**src/common/dpsm_params.svh**
```systemverilog
/*
 * Constants of the dual sub-cycle modulator: offsets, field positions,
 * reset values and counts. Assumes a 32-bit AXI4-Lite register port.
 */
// Operation
// [RL1] Two independent channels, each with a writable 8-bit duty register.
// [RL2] Fixed option picks two sub-cycles (7+1) or four sub-cycles (6+2).
// [RL3] Counters advance once per system clock, no prescaler, both channels.
// [RL4] Full period is 256 clocks in both modes; duty is value/256.
// [RL5] Four-sub-cycle mode: sub-cycles 0 to 3, 64 clocks each.
// [RL6] Four-sub-cycle mode: bits 7..2 base count, bits 1..0 extra count.
// [RL7] Four-sub-cycle mode: index below extra gives base+1 high, else base.
// [RL8] Two-sub-cycle mode: sub-cycles 0 and 1, 128 clocks each.
// [RL9] Two-sub-cycle mode: bits 7..1 base count, bit 0 extra count.
// [RL10] Two-sub-cycle mode: index below extra bit gives base+1 high, else base.
// [RL11] Waveform reaches pin only with modulator option and direction bit 0.
// [RL12] Output gate bit 1 passes the waveform to the pin.
// [RL13] Output gate bit 0 stops the waveform and drives the pin low.
// [RL14] Modulator option with direction bit 1 leaves the pin a plain input.
// [RL15] Software sets option and duty before opening the output gate.
// [RL16] Each sub-cycle drives high first for the high count, then low.
// [RL17] New duty takes effect at the start of the next 256-clock period.
`ifndef DPSM_PARAMS_SVH
`define DPSM_PARAMS_SVH

// ----------------------------------------------------------------------
// Register map
// ----------------------------------------------------------------------
`define DPSM_AW 5
`define DPSM_OFF_DUTY0 5'h00
`define DPSM_OFF_DUTY1 5'h04
`define DPSM_OFF_DIR 5'h08
`define DPSM_OFF_GATE 5'h0c
`define DPSM_OFF_STAT 5'h10

// ----------------------------------------------------------------------
// Fields and reset values
// ----------------------------------------------------------------------
`define DPSM_PIN_LSB 4
`define DPSM_DUTY_RST 8'h00
`define DPSM_DIR_RST 2'h3
`define DPSM_GATE_RST 2'h0
`define DPSM_STAT_CNT_LSB 0
`define DPSM_STAT_PIN_LSB 8
`define DPSM_STAT_WAVE_LSB 10
`define DPSM_STAT_MODE_BIT 12

// ----------------------------------------------------------------------
// Timing and bus responses
// ----------------------------------------------------------------------
`define DPSM_CNT_LAST 8'hff
`define DPSM_RESP_OKAY 2'h0
`define DPSM_RESP_SLVERR 2'h2

`endif

```
**src/common/dpsm_pkg.sv**
```systemverilog
/*
 * Types of the dual sub-cycle modulator.
 * Assumes the params header is compiled alongside.
 */
package dpsm_pkg;

  typedef enum logic {
    DPSM_MODE_71 = 1'b0,
    DPSM_MODE_62 = 1'b1
  } dpsm_mode_t;

  typedef enum logic {
    DPSM_W_IDLE = 1'b0,
    DPSM_W_RESP = 1'b1
  } dpsm_wst_t;

  typedef enum logic {
    DPSM_R_IDLE = 1'b0,
    DPSM_R_DATA = 1'b1
  } dpsm_rst_t;

  typedef struct packed {
    logic out;
    logic oe;
  } dpsm_pin_t;

endpackage : dpsm_pkg

```
**src/logic/dpsm_chan.sv**
```systemverilog
/*
 * One modulator channel: shadow duty and sub-cycle waveform.
 * Assumes a shared period counter that steps on every enabled clock.
 */
`timescale 1ns/1ps
`default_nettype none
`include "dpsm_params.svh"

module dpsm_chan
  import dpsm_pkg::*;
(
  // Clock and control
  input wire logic i_mclk,
  input wire logic i_rst_n,
  input wire logic i_ce,
  input wire dpsm_mode_t i_mode,
  // Period position and duty
  input wire logic [7:0] i_cnt,
  input wire logic [7:0] i_duty,
  // Waveform
  output logic o_wave
);

  logic [7:0] shadow_ff;
  logic wave_ff;
  logic [7:0] hi_len;
  logic [7:0] pos;

  // ----------------------------------------------------------------------
  // Shadow duty
  // ----------------------------------------------------------------------
  // Loading only at the period end keeps one period from mixing two duties.
  always_ff @(posedge i_mclk or negedge i_rst_n) begin
    if (!i_rst_n) begin
      shadow_ff <= `DPSM_DUTY_RST;
    end else if (i_ce && i_cnt == `DPSM_CNT_LAST) begin
      shadow_ff <= i_duty; // RL17
    end
  end

  // ----------------------------------------------------------------------
  // Sub-cycle split
  // ----------------------------------------------------------------------
  always_comb begin
    if (i_mode == DPSM_MODE_62) begin
      pos = {2'h0, i_cnt[5:0]}; // RL5
      hi_len = {2'h0, shadow_ff[7:2]} + {7'h00, i_cnt[7:6] < shadow_ff[1:0]}; // RL6 RL7
    end else begin
      pos = {1'h0, i_cnt[6:0]}; // RL8
      hi_len = {1'h0, shadow_ff[7:1]} + {7'h00, i_cnt[7] < shadow_ff[0]}; // RL9 RL10
    end
  end

  always_ff @(posedge i_mclk or negedge i_rst_n) begin
    if (!i_rst_n) begin
      wave_ff <= 1'b0;
    end else if (i_ce) begin
      wave_ff <= pos < hi_len; // RL16
    end
  end

  assign o_wave = wave_ff;
endmodule : dpsm_chan
`default_nettype wire

```
**src/logic/dpsm_top.sv**
```systemverilog
/*
 * Dual sub-cycle modulator with AXI4-Lite registers and two shared pins.
 * Assumes one 50 MHz clock; pins come from outside and are synchronised.
 */
`timescale 1ns/1ps
`default_nettype none
`include "dpsm_params.svh"

module dpsm_top
  import dpsm_pkg::*;
#(
  parameter dpsm_mode_t P_MODE = DPSM_MODE_62,
  parameter logic [1:0] P_PWM_SEL = 2'h3
)
(
  // Clock, reset, enable
  input wire logic i_mclk,
  input wire logic i_rst_n,
  input wire logic i_ce,
  // Write address and data
  input wire logic i_awvalid,
  output logic o_awready,
  input wire logic [`DPSM_AW-1:0] i_awaddr,
  input wire logic i_wvalid,
  output logic o_wready,
  input wire logic [31:0] i_wdata,
  input wire logic [3:0] i_wstrb,
  // Write response
  output logic o_bvalid,
  input wire logic i_bready,
  output logic [1:0] o_bresp,
  // Read address
  input wire logic i_arvalid,
  output logic o_arready,
  input wire logic [`DPSM_AW-1:0] i_araddr,
  // Read data
  output logic o_rvalid,
  input wire logic i_rready,
  output logic [31:0] o_rdata,
  output logic [1:0] o_rresp,
  // Shared pins
  input wire logic [1:0] i_pin_in,
  output dpsm_pin_t [1:0] o_pin
);

  dpsm_wst_t wst_ff;
  dpsm_rst_t rst_ff;
  logic awready_ff;
  logic wready_ff;
  logic aw_got_ff;
  logic w_got_ff;
  logic [`DPSM_AW-1:0] awaddr_ff;
  logic [31:0] wdata_ff;
  logic wstrb0_ff;
  logic bvalid_ff;
  logic [1:0] bresp_ff;
  logic arready_ff;
  logic rvalid_ff;
  logic [31:0] rdata_ff;
  logic [1:0] rresp_ff;
  logic [7:0] duty_value_ch0_ff;
  logic [7:0] duty_value_ch1_ff;
  logic [1:0] dir_ff;
  logic [1:0] gate_ff;
  logic [7:0] cnt_ff;
  logic [1:0] wave;
  logic [1:0] sync1_ff;
  logic [1:0] sync2_ff;
  logic [1:0] sync3_ff;
  logic [1:0] pin_in_ff;
  dpsm_pin_t [1:0] pin_ff;
  logic do_wr;
  logic [31:0] nxt_rdata;
  logic [1:0] nxt_rresp;

  // ----------------------------------------------------------------------
  // Write channel
  // ----------------------------------------------------------------------
  assign do_wr = (wst_ff == DPSM_W_IDLE) && aw_got_ff && w_got_ff;

  always_ff @(posedge i_mclk or negedge i_rst_n) begin
    if (!i_rst_n) begin
      awready_ff <= 1'b0;
      aw_got_ff <= 1'b0;
      awaddr_ff <= '0;
    end else if (i_ce) begin
      if (i_awvalid && awready_ff) begin
        awready_ff <= 1'b0;
        aw_got_ff <= 1'b1;
        awaddr_ff <= i_awaddr;
      end else if (wst_ff == DPSM_W_IDLE && !aw_got_ff) begin
        awready_ff <= 1'b1;
      end else if (bvalid_ff && i_bready) begin
        aw_got_ff <= 1'b0;
      end
    end
  end

  always_ff @(posedge i_mclk or negedge i_rst_n) begin
    if (!i_rst_n) begin
      wready_ff <= 1'b0;
      w_got_ff <= 1'b0;
      wdata_ff <= 32'h0000_0000;
      wstrb0_ff <= 1'b0;
    end else if (i_ce) begin
      if (i_wvalid && wready_ff) begin
        wready_ff <= 1'b0;
        w_got_ff <= 1'b1;
        wdata_ff <= i_wdata;
        wstrb0_ff <= i_wstrb[0];
      end else if (wst_ff == DPSM_W_IDLE && !w_got_ff) begin
        wready_ff <= 1'b1;
      end else if (bvalid_ff && i_bready) begin
        w_got_ff <= 1'b0;
      end
    end
  end

  always_ff @(posedge i_mclk or negedge i_rst_n) begin
    if (!i_rst_n) begin
      wst_ff <= DPSM_W_IDLE;
      bvalid_ff <= 1'b0;
      bresp_ff <= `DPSM_RESP_OKAY;
    end else if (i_ce) begin
      case (wst_ff)
        DPSM_W_IDLE: begin
          if (do_wr) begin
            wst_ff <= DPSM_W_RESP;
            bvalid_ff <= 1'b1;
            bresp_ff <= (awaddr_ff > `DPSM_OFF_STAT) ? `DPSM_RESP_SLVERR : `DPSM_RESP_OKAY;
          end
        end
        DPSM_W_RESP: begin
          if (i_bready) begin
            wst_ff <= DPSM_W_IDLE;
            bvalid_ff <= 1'b0;
          end
        end
        default: begin
          wst_ff <= DPSM_W_IDLE;
          bvalid_ff <= 1'b0;
        end
      endcase
    end
  end

  // ----------------------------------------------------------------------
  // Registers
  // ----------------------------------------------------------------------
  // Only byte lane 0 carries data; the upper lanes have nothing to hold.
  always_ff @(posedge i_mclk or negedge i_rst_n) begin
    if (!i_rst_n) begin
      duty_value_ch0_ff <= `DPSM_DUTY_RST;
      duty_value_ch1_ff <= `DPSM_DUTY_RST;
      dir_ff <= `DPSM_DIR_RST;
      gate_ff <= `DPSM_GATE_RST;
    end else if (i_ce && do_wr && wstrb0_ff) begin
      case (awaddr_ff)
        `DPSM_OFF_DUTY0: duty_value_ch0_ff <= wdata_ff[7:0]; // RL1
        `DPSM_OFF_DUTY1: duty_value_ch1_ff <= wdata_ff[7:0]; // RL1
        `DPSM_OFF_DIR: dir_ff <= wdata_ff[`DPSM_PIN_LSB+1:`DPSM_PIN_LSB];
        `DPSM_OFF_GATE: gate_ff <= wdata_ff[`DPSM_PIN_LSB+1:`DPSM_PIN_LSB];
        default: begin
        end
      endcase
    end
  end

  // ----------------------------------------------------------------------
  // Read channel
  // ----------------------------------------------------------------------
  always_comb begin
    nxt_rdata = 32'h0000_0000;
    nxt_rresp = `DPSM_RESP_OKAY;
    case (i_araddr)
      `DPSM_OFF_DUTY0: nxt_rdata[7:0] = duty_value_ch0_ff;
      `DPSM_OFF_DUTY1: nxt_rdata[7:0] = duty_value_ch1_ff;
      `DPSM_OFF_DIR: nxt_rdata[`DPSM_PIN_LSB+1:`DPSM_PIN_LSB] = dir_ff;
      `DPSM_OFF_GATE: nxt_rdata[`DPSM_PIN_LSB+1:`DPSM_PIN_LSB] = gate_ff;
      `DPSM_OFF_STAT: begin
        nxt_rdata[`DPSM_STAT_CNT_LSB+7:`DPSM_STAT_CNT_LSB] = cnt_ff;
        nxt_rdata[`DPSM_STAT_PIN_LSB+1:`DPSM_STAT_PIN_LSB] = pin_in_ff; // RL14
        nxt_rdata[`DPSM_STAT_WAVE_LSB+1:`DPSM_STAT_WAVE_LSB] = wave;
        nxt_rdata[`DPSM_STAT_MODE_BIT] = P_MODE;
      end
      default: nxt_rresp = `DPSM_RESP_SLVERR;
    endcase
  end

  always_ff @(posedge i_mclk or negedge i_rst_n) begin
    if (!i_rst_n) begin
      rst_ff <= DPSM_R_IDLE;
      arready_ff <= 1'b0;
      rvalid_ff <= 1'b0;
      rdata_ff <= 32'h0000_0000;
      rresp_ff <= `DPSM_RESP_OKAY;
    end else if (i_ce) begin
      case (rst_ff)
        DPSM_R_IDLE: begin
          if (i_arvalid && arready_ff) begin
            rst_ff <= DPSM_R_DATA;
            arready_ff <= 1'b0;
            rvalid_ff <= 1'b1;
            rdata_ff <= nxt_rdata;
            rresp_ff <= nxt_rresp;
          end else begin
            arready_ff <= 1'b1;
          end
        end
        DPSM_R_DATA: begin
          if (i_rready) begin
            rst_ff <= DPSM_R_IDLE;
            rvalid_ff <= 1'b0;
          end
        end
        default: begin
          rst_ff <= DPSM_R_IDLE;
          rvalid_ff <= 1'b0;
        end
      endcase
    end
  end

  // ----------------------------------------------------------------------
  // Period counter
  // ----------------------------------------------------------------------
  // One counter serves both channels, so their periods stay aligned.
  always_ff @(posedge i_mclk or negedge i_rst_n) begin
    if (!i_rst_n) begin
      cnt_ff <= 8'h00;
    end else if (i_ce) begin
      cnt_ff <= cnt_ff + 8'h01; // RL3 RL4
    end
  end

  // ----------------------------------------------------------------------
  // Channels and pins
  // ----------------------------------------------------------------------
  for (genvar c = 0; c < 2; c++) begin : g_ch
    dpsm_chan u_chan (
      .i_mclk(i_mclk),
      .i_rst_n(i_rst_n),
      .i_ce(i_ce),
      .i_mode(P_MODE), // RL2
      .i_cnt(cnt_ff),
      .i_duty(c == 0 ? duty_value_ch0_ff : duty_value_ch1_ff),
      .o_wave(wave[c])
    );

    // Three stages; a level counts once the last two agree.
    always_ff @(posedge i_mclk or negedge i_rst_n) begin
      if (!i_rst_n) begin
        sync1_ff[c] <= 1'b0;
        sync2_ff[c] <= 1'b0;
        sync3_ff[c] <= 1'b0;
        pin_in_ff[c] <= 1'b0;
      end else if (i_ce) begin
        sync1_ff[c] <= i_pin_in[c];
        sync2_ff[c] <= sync1_ff[c];
        sync3_ff[c] <= sync2_ff[c];
        if (sync2_ff[c] == sync3_ff[c]) begin
          pin_in_ff[c] <= sync3_ff[c];
        end
      end
    end

    // Without the modulator option the gate bit is plain port data.
    always_ff @(posedge i_mclk or negedge i_rst_n) begin
      if (!i_rst_n) begin
        pin_ff[c] <= '0;
      end else if (i_ce) begin
        pin_ff[c].oe <= !dir_ff[c]; // RL11 RL14
        pin_ff[c].out <= P_PWM_SEL[c] ? (gate_ff[c] && wave[c]) : gate_ff[c]; // RL12 RL13
      end
    end
  end

  // ----------------------------------------------------------------------
  // Outputs
  // ----------------------------------------------------------------------
  assign o_awready = awready_ff;
  assign o_wready = wready_ff;
  assign o_bvalid = bvalid_ff;
  assign o_bresp = bresp_ff;
  assign o_arready = arready_ff;
  assign o_rvalid = rvalid_ff;
  assign o_rdata = rdata_ff;
  assign o_rresp = rresp_ff;
  assign o_pin = pin_ff;
endmodule : dpsm_top
`default_nettype wire

```
**config.mk**
```make
export PLATFORM = sky130hd
export DESIGN_NAME = dpsm_top
export DESIGN_NICKNAME = d
export VERILOG_FILES = /design/src/common/dpsm_pkg.sv /design/src/logic/dpsm_chan.sv /design/src/logic/dpsm_top.sv
export VERILOG_INCLUDE_DIRS = /design/src /design/src/common
export SDC_FILE = /design/constraint.sdc
export NUM_CORES = 1
export LEC_CHECK = 0
export BUFFER_PORTS_ARGS = -buffer_cell sky130_fd_sc_hd__buf_2
export CORE_UTILIZATION = 47
export CTS_CLUSTER_SIZE = 24
export DETAILED_ROUTE_END_ITERATION = 6
export PLACE_DENSITY_LB_ADDON = 0.25
export RECOVER_POWER = 25
export SKIP_LAST_GASP = 1
export SYNTH_ARGS = -nofsm -noshare
export SYNTH_HDL_FRONTEND = slang
export SYNTH_SLANG_ARGS = --single-unit
```
**constraint.sdc**
```tcl
create_clock -name i_mclk -period 6.3 [get_ports i_mclk]
set_input_delay 1.26 -clock i_mclk [delete_from_list [all_inputs] [get_ports i_mclk]]
set_output_delay 1.26 -clock i_mclk [all_outputs]
set_load 0.005 [all_outputs]
```
# --- Word-level counts from Yosys, hierarchy flattened ---
# Index checks and enable logic that the tools add are counted.
op_classes:
  reduce_logical: 41
  muxes: 28
  n_bitwise: 2
  addsub: 3
  eq_ne: 16
  magnitude_cmp: 5
op_table:
  columns: ["op", "count"]
  rows:
  - ["$reduce_and 2->1", 11]
  - ["$eq 5x4->1 const B", 4]
  - ["$mux 1", 18]
  - ["$reduce_and 3->1", 6]
  - ["$lt 6x8->1", 2]
  - ["$add 6x1->7", 2]
  - ["$logic_and 1x1->1", 13]
  - ["$ne 2x2->1 const B", 6]
  - ["$pmux 4 s3", 1]
  - ["$eq 5x3->1 const B", 2]
  - ["$logic_not 5->1", 2]
  - ["$pmux 2 s5", 1]
  - ["$add 8x1->8 const B", 1]
  - ["$eq 8x8->1 const B", 1]
  - ["$pmux 1 s2", 4]
  - ["$reduce_bool 2->1", 4]
  - ["$pmux 2 s3", 1]
  - ["$eq 5x5->1 const B", 1]
  - ["$gt 5x5->1 const B", 1]
  - ["$mux 5", 1]
  - ["$reduce_or 5->1", 1]
  - ["$logic_not 1->1", 4]
  - ["$lt 2x2->1", 2]
  - ["$mux 2", 2]
  - ["other kinds (2)", 4]
totals:
  register_bits: 98
  word_cells: 131

# --- Depth between registers and ports, before layout ---
logic_depth:
  word_depth: 6
  depth_mapped: 10
  depth_no_buf: 10

# --- Hierarchy ---
# A second synthesis with hierarchy kept.
unflattened:
  cells_unflattened: 449
  hier_area_um2: 5119.9
modules_own_cells:
  columns: ["module", "cells_per_inst", "instances", "area_per_inst_um2", "seq_area_each_um2"]
  rows:
  - ["dpsm_top", 279, 1, 3503.4, 1954.4]
  - ["dpsm_chan", 85, 2, 808.3, 225.2]

# --- Worst setup path after synthesis ---
# Ideal clock, no wire load.
synth_timing:
  path_type: "input to register"
  start: "input port i_ce"
  end: "register g_ch[0].u_chan.shadow_ff[6]"
  t_required_ns: 6.175
  arrival_time_ns: 2.294
  setup_ns: 0.125
  stages: 5
  path_buffers: 2
  path_slack_ns: 3.882
  cell_sequence: "buf_4 -> nand3_2 -> nor3_4 -> buf_6 -> mux2_2"
synth_between:
  elab_chain_len: 1
synth_lines:
  columns: ["item", "line", "source"]
  rows:
  - ["from (decl)", "dpsm_top.sv:19", "input wire logic i_ce,"]
  - ["$logic_and 1x1->1 (no line)", null, null]
  - ["to (signal assigned)", "dpsm_chan.sv:35", "shadow_ff <= `DPSM_DUTY_RST;"]
  - ["to (signal assigned)", "dpsm_chan.sv:37", "shadow_ff <= i_duty;"]
  - ["to (decl)", "dpsm_chan.sv:24", "logic [7:0] shadow_ff;"]
# Every way passes these cells.
# A chain may end at the register's enable or synchronous reset.

# --- Worst setup path after layout ---
layout_timing:
  start: "input port i_ce"
  end: "register rdata_ff[4], in the netlist o_rdata[4]"
layout_between:
  elab_chain_len: 1
layout_lines:
  columns: ["item", "line", "source"]
  rows:
  - ["$reduce_and 3->1 (no line)", null, null]
  - ["to (signal assigned)", "dpsm_top.sv:204", "rdata_ff <= nxt_rdata;"]
  - ["to (decl)", "dpsm_top.sv:59", "logic [31:0] rdata_ff;"]
# Every way passes these cells.

==> summary.md <==
| Metric | Value |
|---|---|
| Outcome | `finished with violations` |
| Failing checks | `max-capacitance violations, max-slew violations` |
| Vias in the first global route | `3011` |
| Flip-flop and latch count after synthesis | `96` |
| Power per Cell Area | `350 mW/mm^2` |
| DP Worst Slack | `2810 ps` |
| Bufs on Longest Clock Path | `2` |
| Most frequent cells in the layout | `dfrtp_1 (94), mux2_2 (67), buf_2 (50)` |
| Ranking of synthesized cells by area | `dfrtp_1 (50%), mux2_2 (16%), ha_1 (4.6%)` |
| Sum Neg Setup Slack | `0 ps` |
| Number of CTS-inserted buffers | `9` |
| Starting DRT DRC Count | `161` |
| Commonest non-fill, non-tap cell in the layout | `dfrtp_1` |
| DRC | `0` |
| CP Class | `input pin to flop` |
| Final period util | `0.642` |
| Worst vdd ir | `0.205 mV` |
| Full die area | `0.0103 mm^2` |
| Final Slew Violations | `87` |
| Root Buffer Master | `clkbuf_8` |
| CTS tree | `done` |
| Post-synthesis cell area | `0.00466 mm^2` |
| Leak Pwr | `2.48 nW` |
| First drt pass iteration count | `5` |
| Gr usage total | `0.189` |
| Cts repair resizes | `0` |
| # clock sinks | `96` |
| Sequential element share of the synthesized area | `0.516` |
| Total gr overflow | `0` |
| Pin count of the biggest net entering global routing | `50` |
| Max transition margin | `-0.717` |
| Avg Synthesized Cell Area | `12.0 um^2` |
| Top cell type by total area after synthesis | `dfrtp_1` |
| Post-DP HPWL | `6390 um` |
| Io pins | `101` |
| Core ar. | `0.00942 mm^2` |
| Post-CTS Setup Repair Bufs | `0` |
| Rows | `35` |
| Worst hold path class | `flop to flop` |
| Vias per inst | `5.34` |
| Ant diodes | `0` |
| Fin. Hold Viols | `0` |
| Share of Yosys cell area claimed by the top area cell type | `0.505` |
| Final GP Congestion | `0.828` |
| Htree depth | `3` |
| Synth cell types | `41` |
| Top_reg_cell synth | `dfrtp_1` |
| Global-route wire length before repair | `14800 um` |
| Final worst slack | `2250 ps` |
| Minimum clock period after layout | `4050 ps` |
| Post-Synthesis Cells | `387` |
| Nets | `512` |
| Util after Layout | `0.546` |
| Critical path peak fanout | `37` |
| Clock Pin Slew Worst Setup and Hold Paths | `90 ps` |
| Routed WL per cell | `15.6 um` |
| CP required | `6530 ps` |
| IO Port Bufs | `52` |
| P&R area growth vs syn | `10.2%` |
| Filler instances | `829` |
| Detailed-route via count | `3061` |
| Die Span Y | `102 um` |
| Initial antenna violation count | `0` |
| Max Clock Skew | `10.0 ps` |
| DRT Wirelength | `8920 um` |
| Clock Latency Late Sink | `370 ps` |
| Antenna viol nets, final | `0` |
| Yosys warns | `0` |
| Crit path capture type | `flop` |
| Arr. time, crit path | `4280 ps` |
| Synth async-reset ratio | `1.00` |
| Max Clock Freq | `247 MHz` |
| DIE WIDTH | `102 um` |
| RSZ-0062 raised after global routing | `no` |
| Post-synth EDFFs | `0` |
| Pwr Total | `0.00180 W` |
| Ratio of cells with drive above 1 in the final layout | `0.322` |
| Final number of setup-violating endpoints | `0` |
| Measured slew at the worst slew-check pin | `2570 ps` |
| Max Cap Viol | `2` |
| CP startpoint kind | `input pin` |
| Hold_buf cts | `0` |
| Initial Util | `0.495` |
cell type report:
cell class	instances	area, um^2	area share
clock inverter	6	67.6	0.0132
clock buffer	10	128	0.0248
timing repair buffer	53	265	0.0516
tap	129	161	0.0314
inverter	8	30.0	0.00585
multi-input combinational	271	2080	0.405
sequential	96	2400	0.468
sequential cells by signal (all words and copies together), names as in the netlist, 2 cells and up:
name                   cells
dir_ff                     2
g_ch.u_chan.o_wave         2
g_ch.u_chan.shadow_ff     16
wdata_ff                   8
duty_value_ch0_ff          8
sync1_ff                   2
awaddr_ff                  5
gate_ff                    2
duty_value_ch1_ff          8
sync2_ff                   2
o_rdata                   13
pin_in_ff                  2
cnt_ff                     8
o_pin                      4
sync3_ff                   2
where the power goes:
group	switching, W	internal (W)	leakage [nW]	total, W
Combinational	0.000190	0.000235	1.17	0.000424
Clock	0.000215	0.000185	0.0929	0.000400
Sequential	0.000184	0.000789	1.22	0.000973
routing by layer:
metal	wire length [um]	up-vias	share of wire	global-route usage
met5	0	-	0	0
met4	210	0	0.024	0.103
met3	278	18	0.031	0.0262
met2	4340	84	0.49	0.299
met1	4090	1522	0.46	0.253
li1	-	1437	-	-
cell usage after synthesis (all sizes together) (4+ instances only):
| master | n |
|---|---|
| o21ai | 15 |
| nand3 | 20 |
| nor2 | 18 |
| nand4b | 4 |
| nand4 | 5 |
| inv | 8 |
| nand2b | 5 |
| xor2 | 12 |
| nor3 | 4 |
| mux2 | 67 |
| dfrtp | 94 |
| buf | 30 |
| nand2 | 30 |
| a21oi | 19 |
| xnor2 | 5 |
| ha | 17 |
worst paths after layout:
kind / startpoint / end / slack (ps) / cells after the start
max: i_ce / o_rdata[4] / 2250 / 4
min: o_rdata[9] / o_rdata[9] / 480 / 2
max reg2reg: cnt_ff[7] / g_ch[0].u_chan.o_wave / 3690 / 9
min reg2reg: o_rdata[9] / o_rdata[9] / 480 / 2
max in group asynchronous: i_rst_n / duty_value_ch1_ff[2] / 2900 / 2
min in group asynchronous: i_rst_n / wdata_ff[1] / 1680 / 1
metrics by stage:
step / cells / area (um^2) / hold WS, ps
global placement: 557 / 4950 / 468
floorplan: 407 / 4730 / 459
global route: 573 / 5140 / 527
finish: 573 / 5140 / 479
CTS: 573 / 5140 / 491
detailed placement: 557 / 4950 / 470
worst max-delay path: stages:
cell and delay, ps:
clkbuf_1 1200, nand4b_1 1090, a222oi_1 590, a22oi_1 130
logic make-up (layout without fill, tap and decap cells):
logic type,Yosys count,count (layout),share of synthesized area
AND/OR/NAND/NOR,98,98,0.124
flip-flops,96,96,0.516
multiplexers,69,69,0.166
AO/OA/AOI/OAI,49,49,0.0615
buffers and inverters,40,77,0.0537
adder cells (fa/ha/maj),17,17,0.0456
XOR/XNOR,17,17,0.0320
other,1,21,0.000805
No activity file was read; power rests on OpenSTA's default activity.
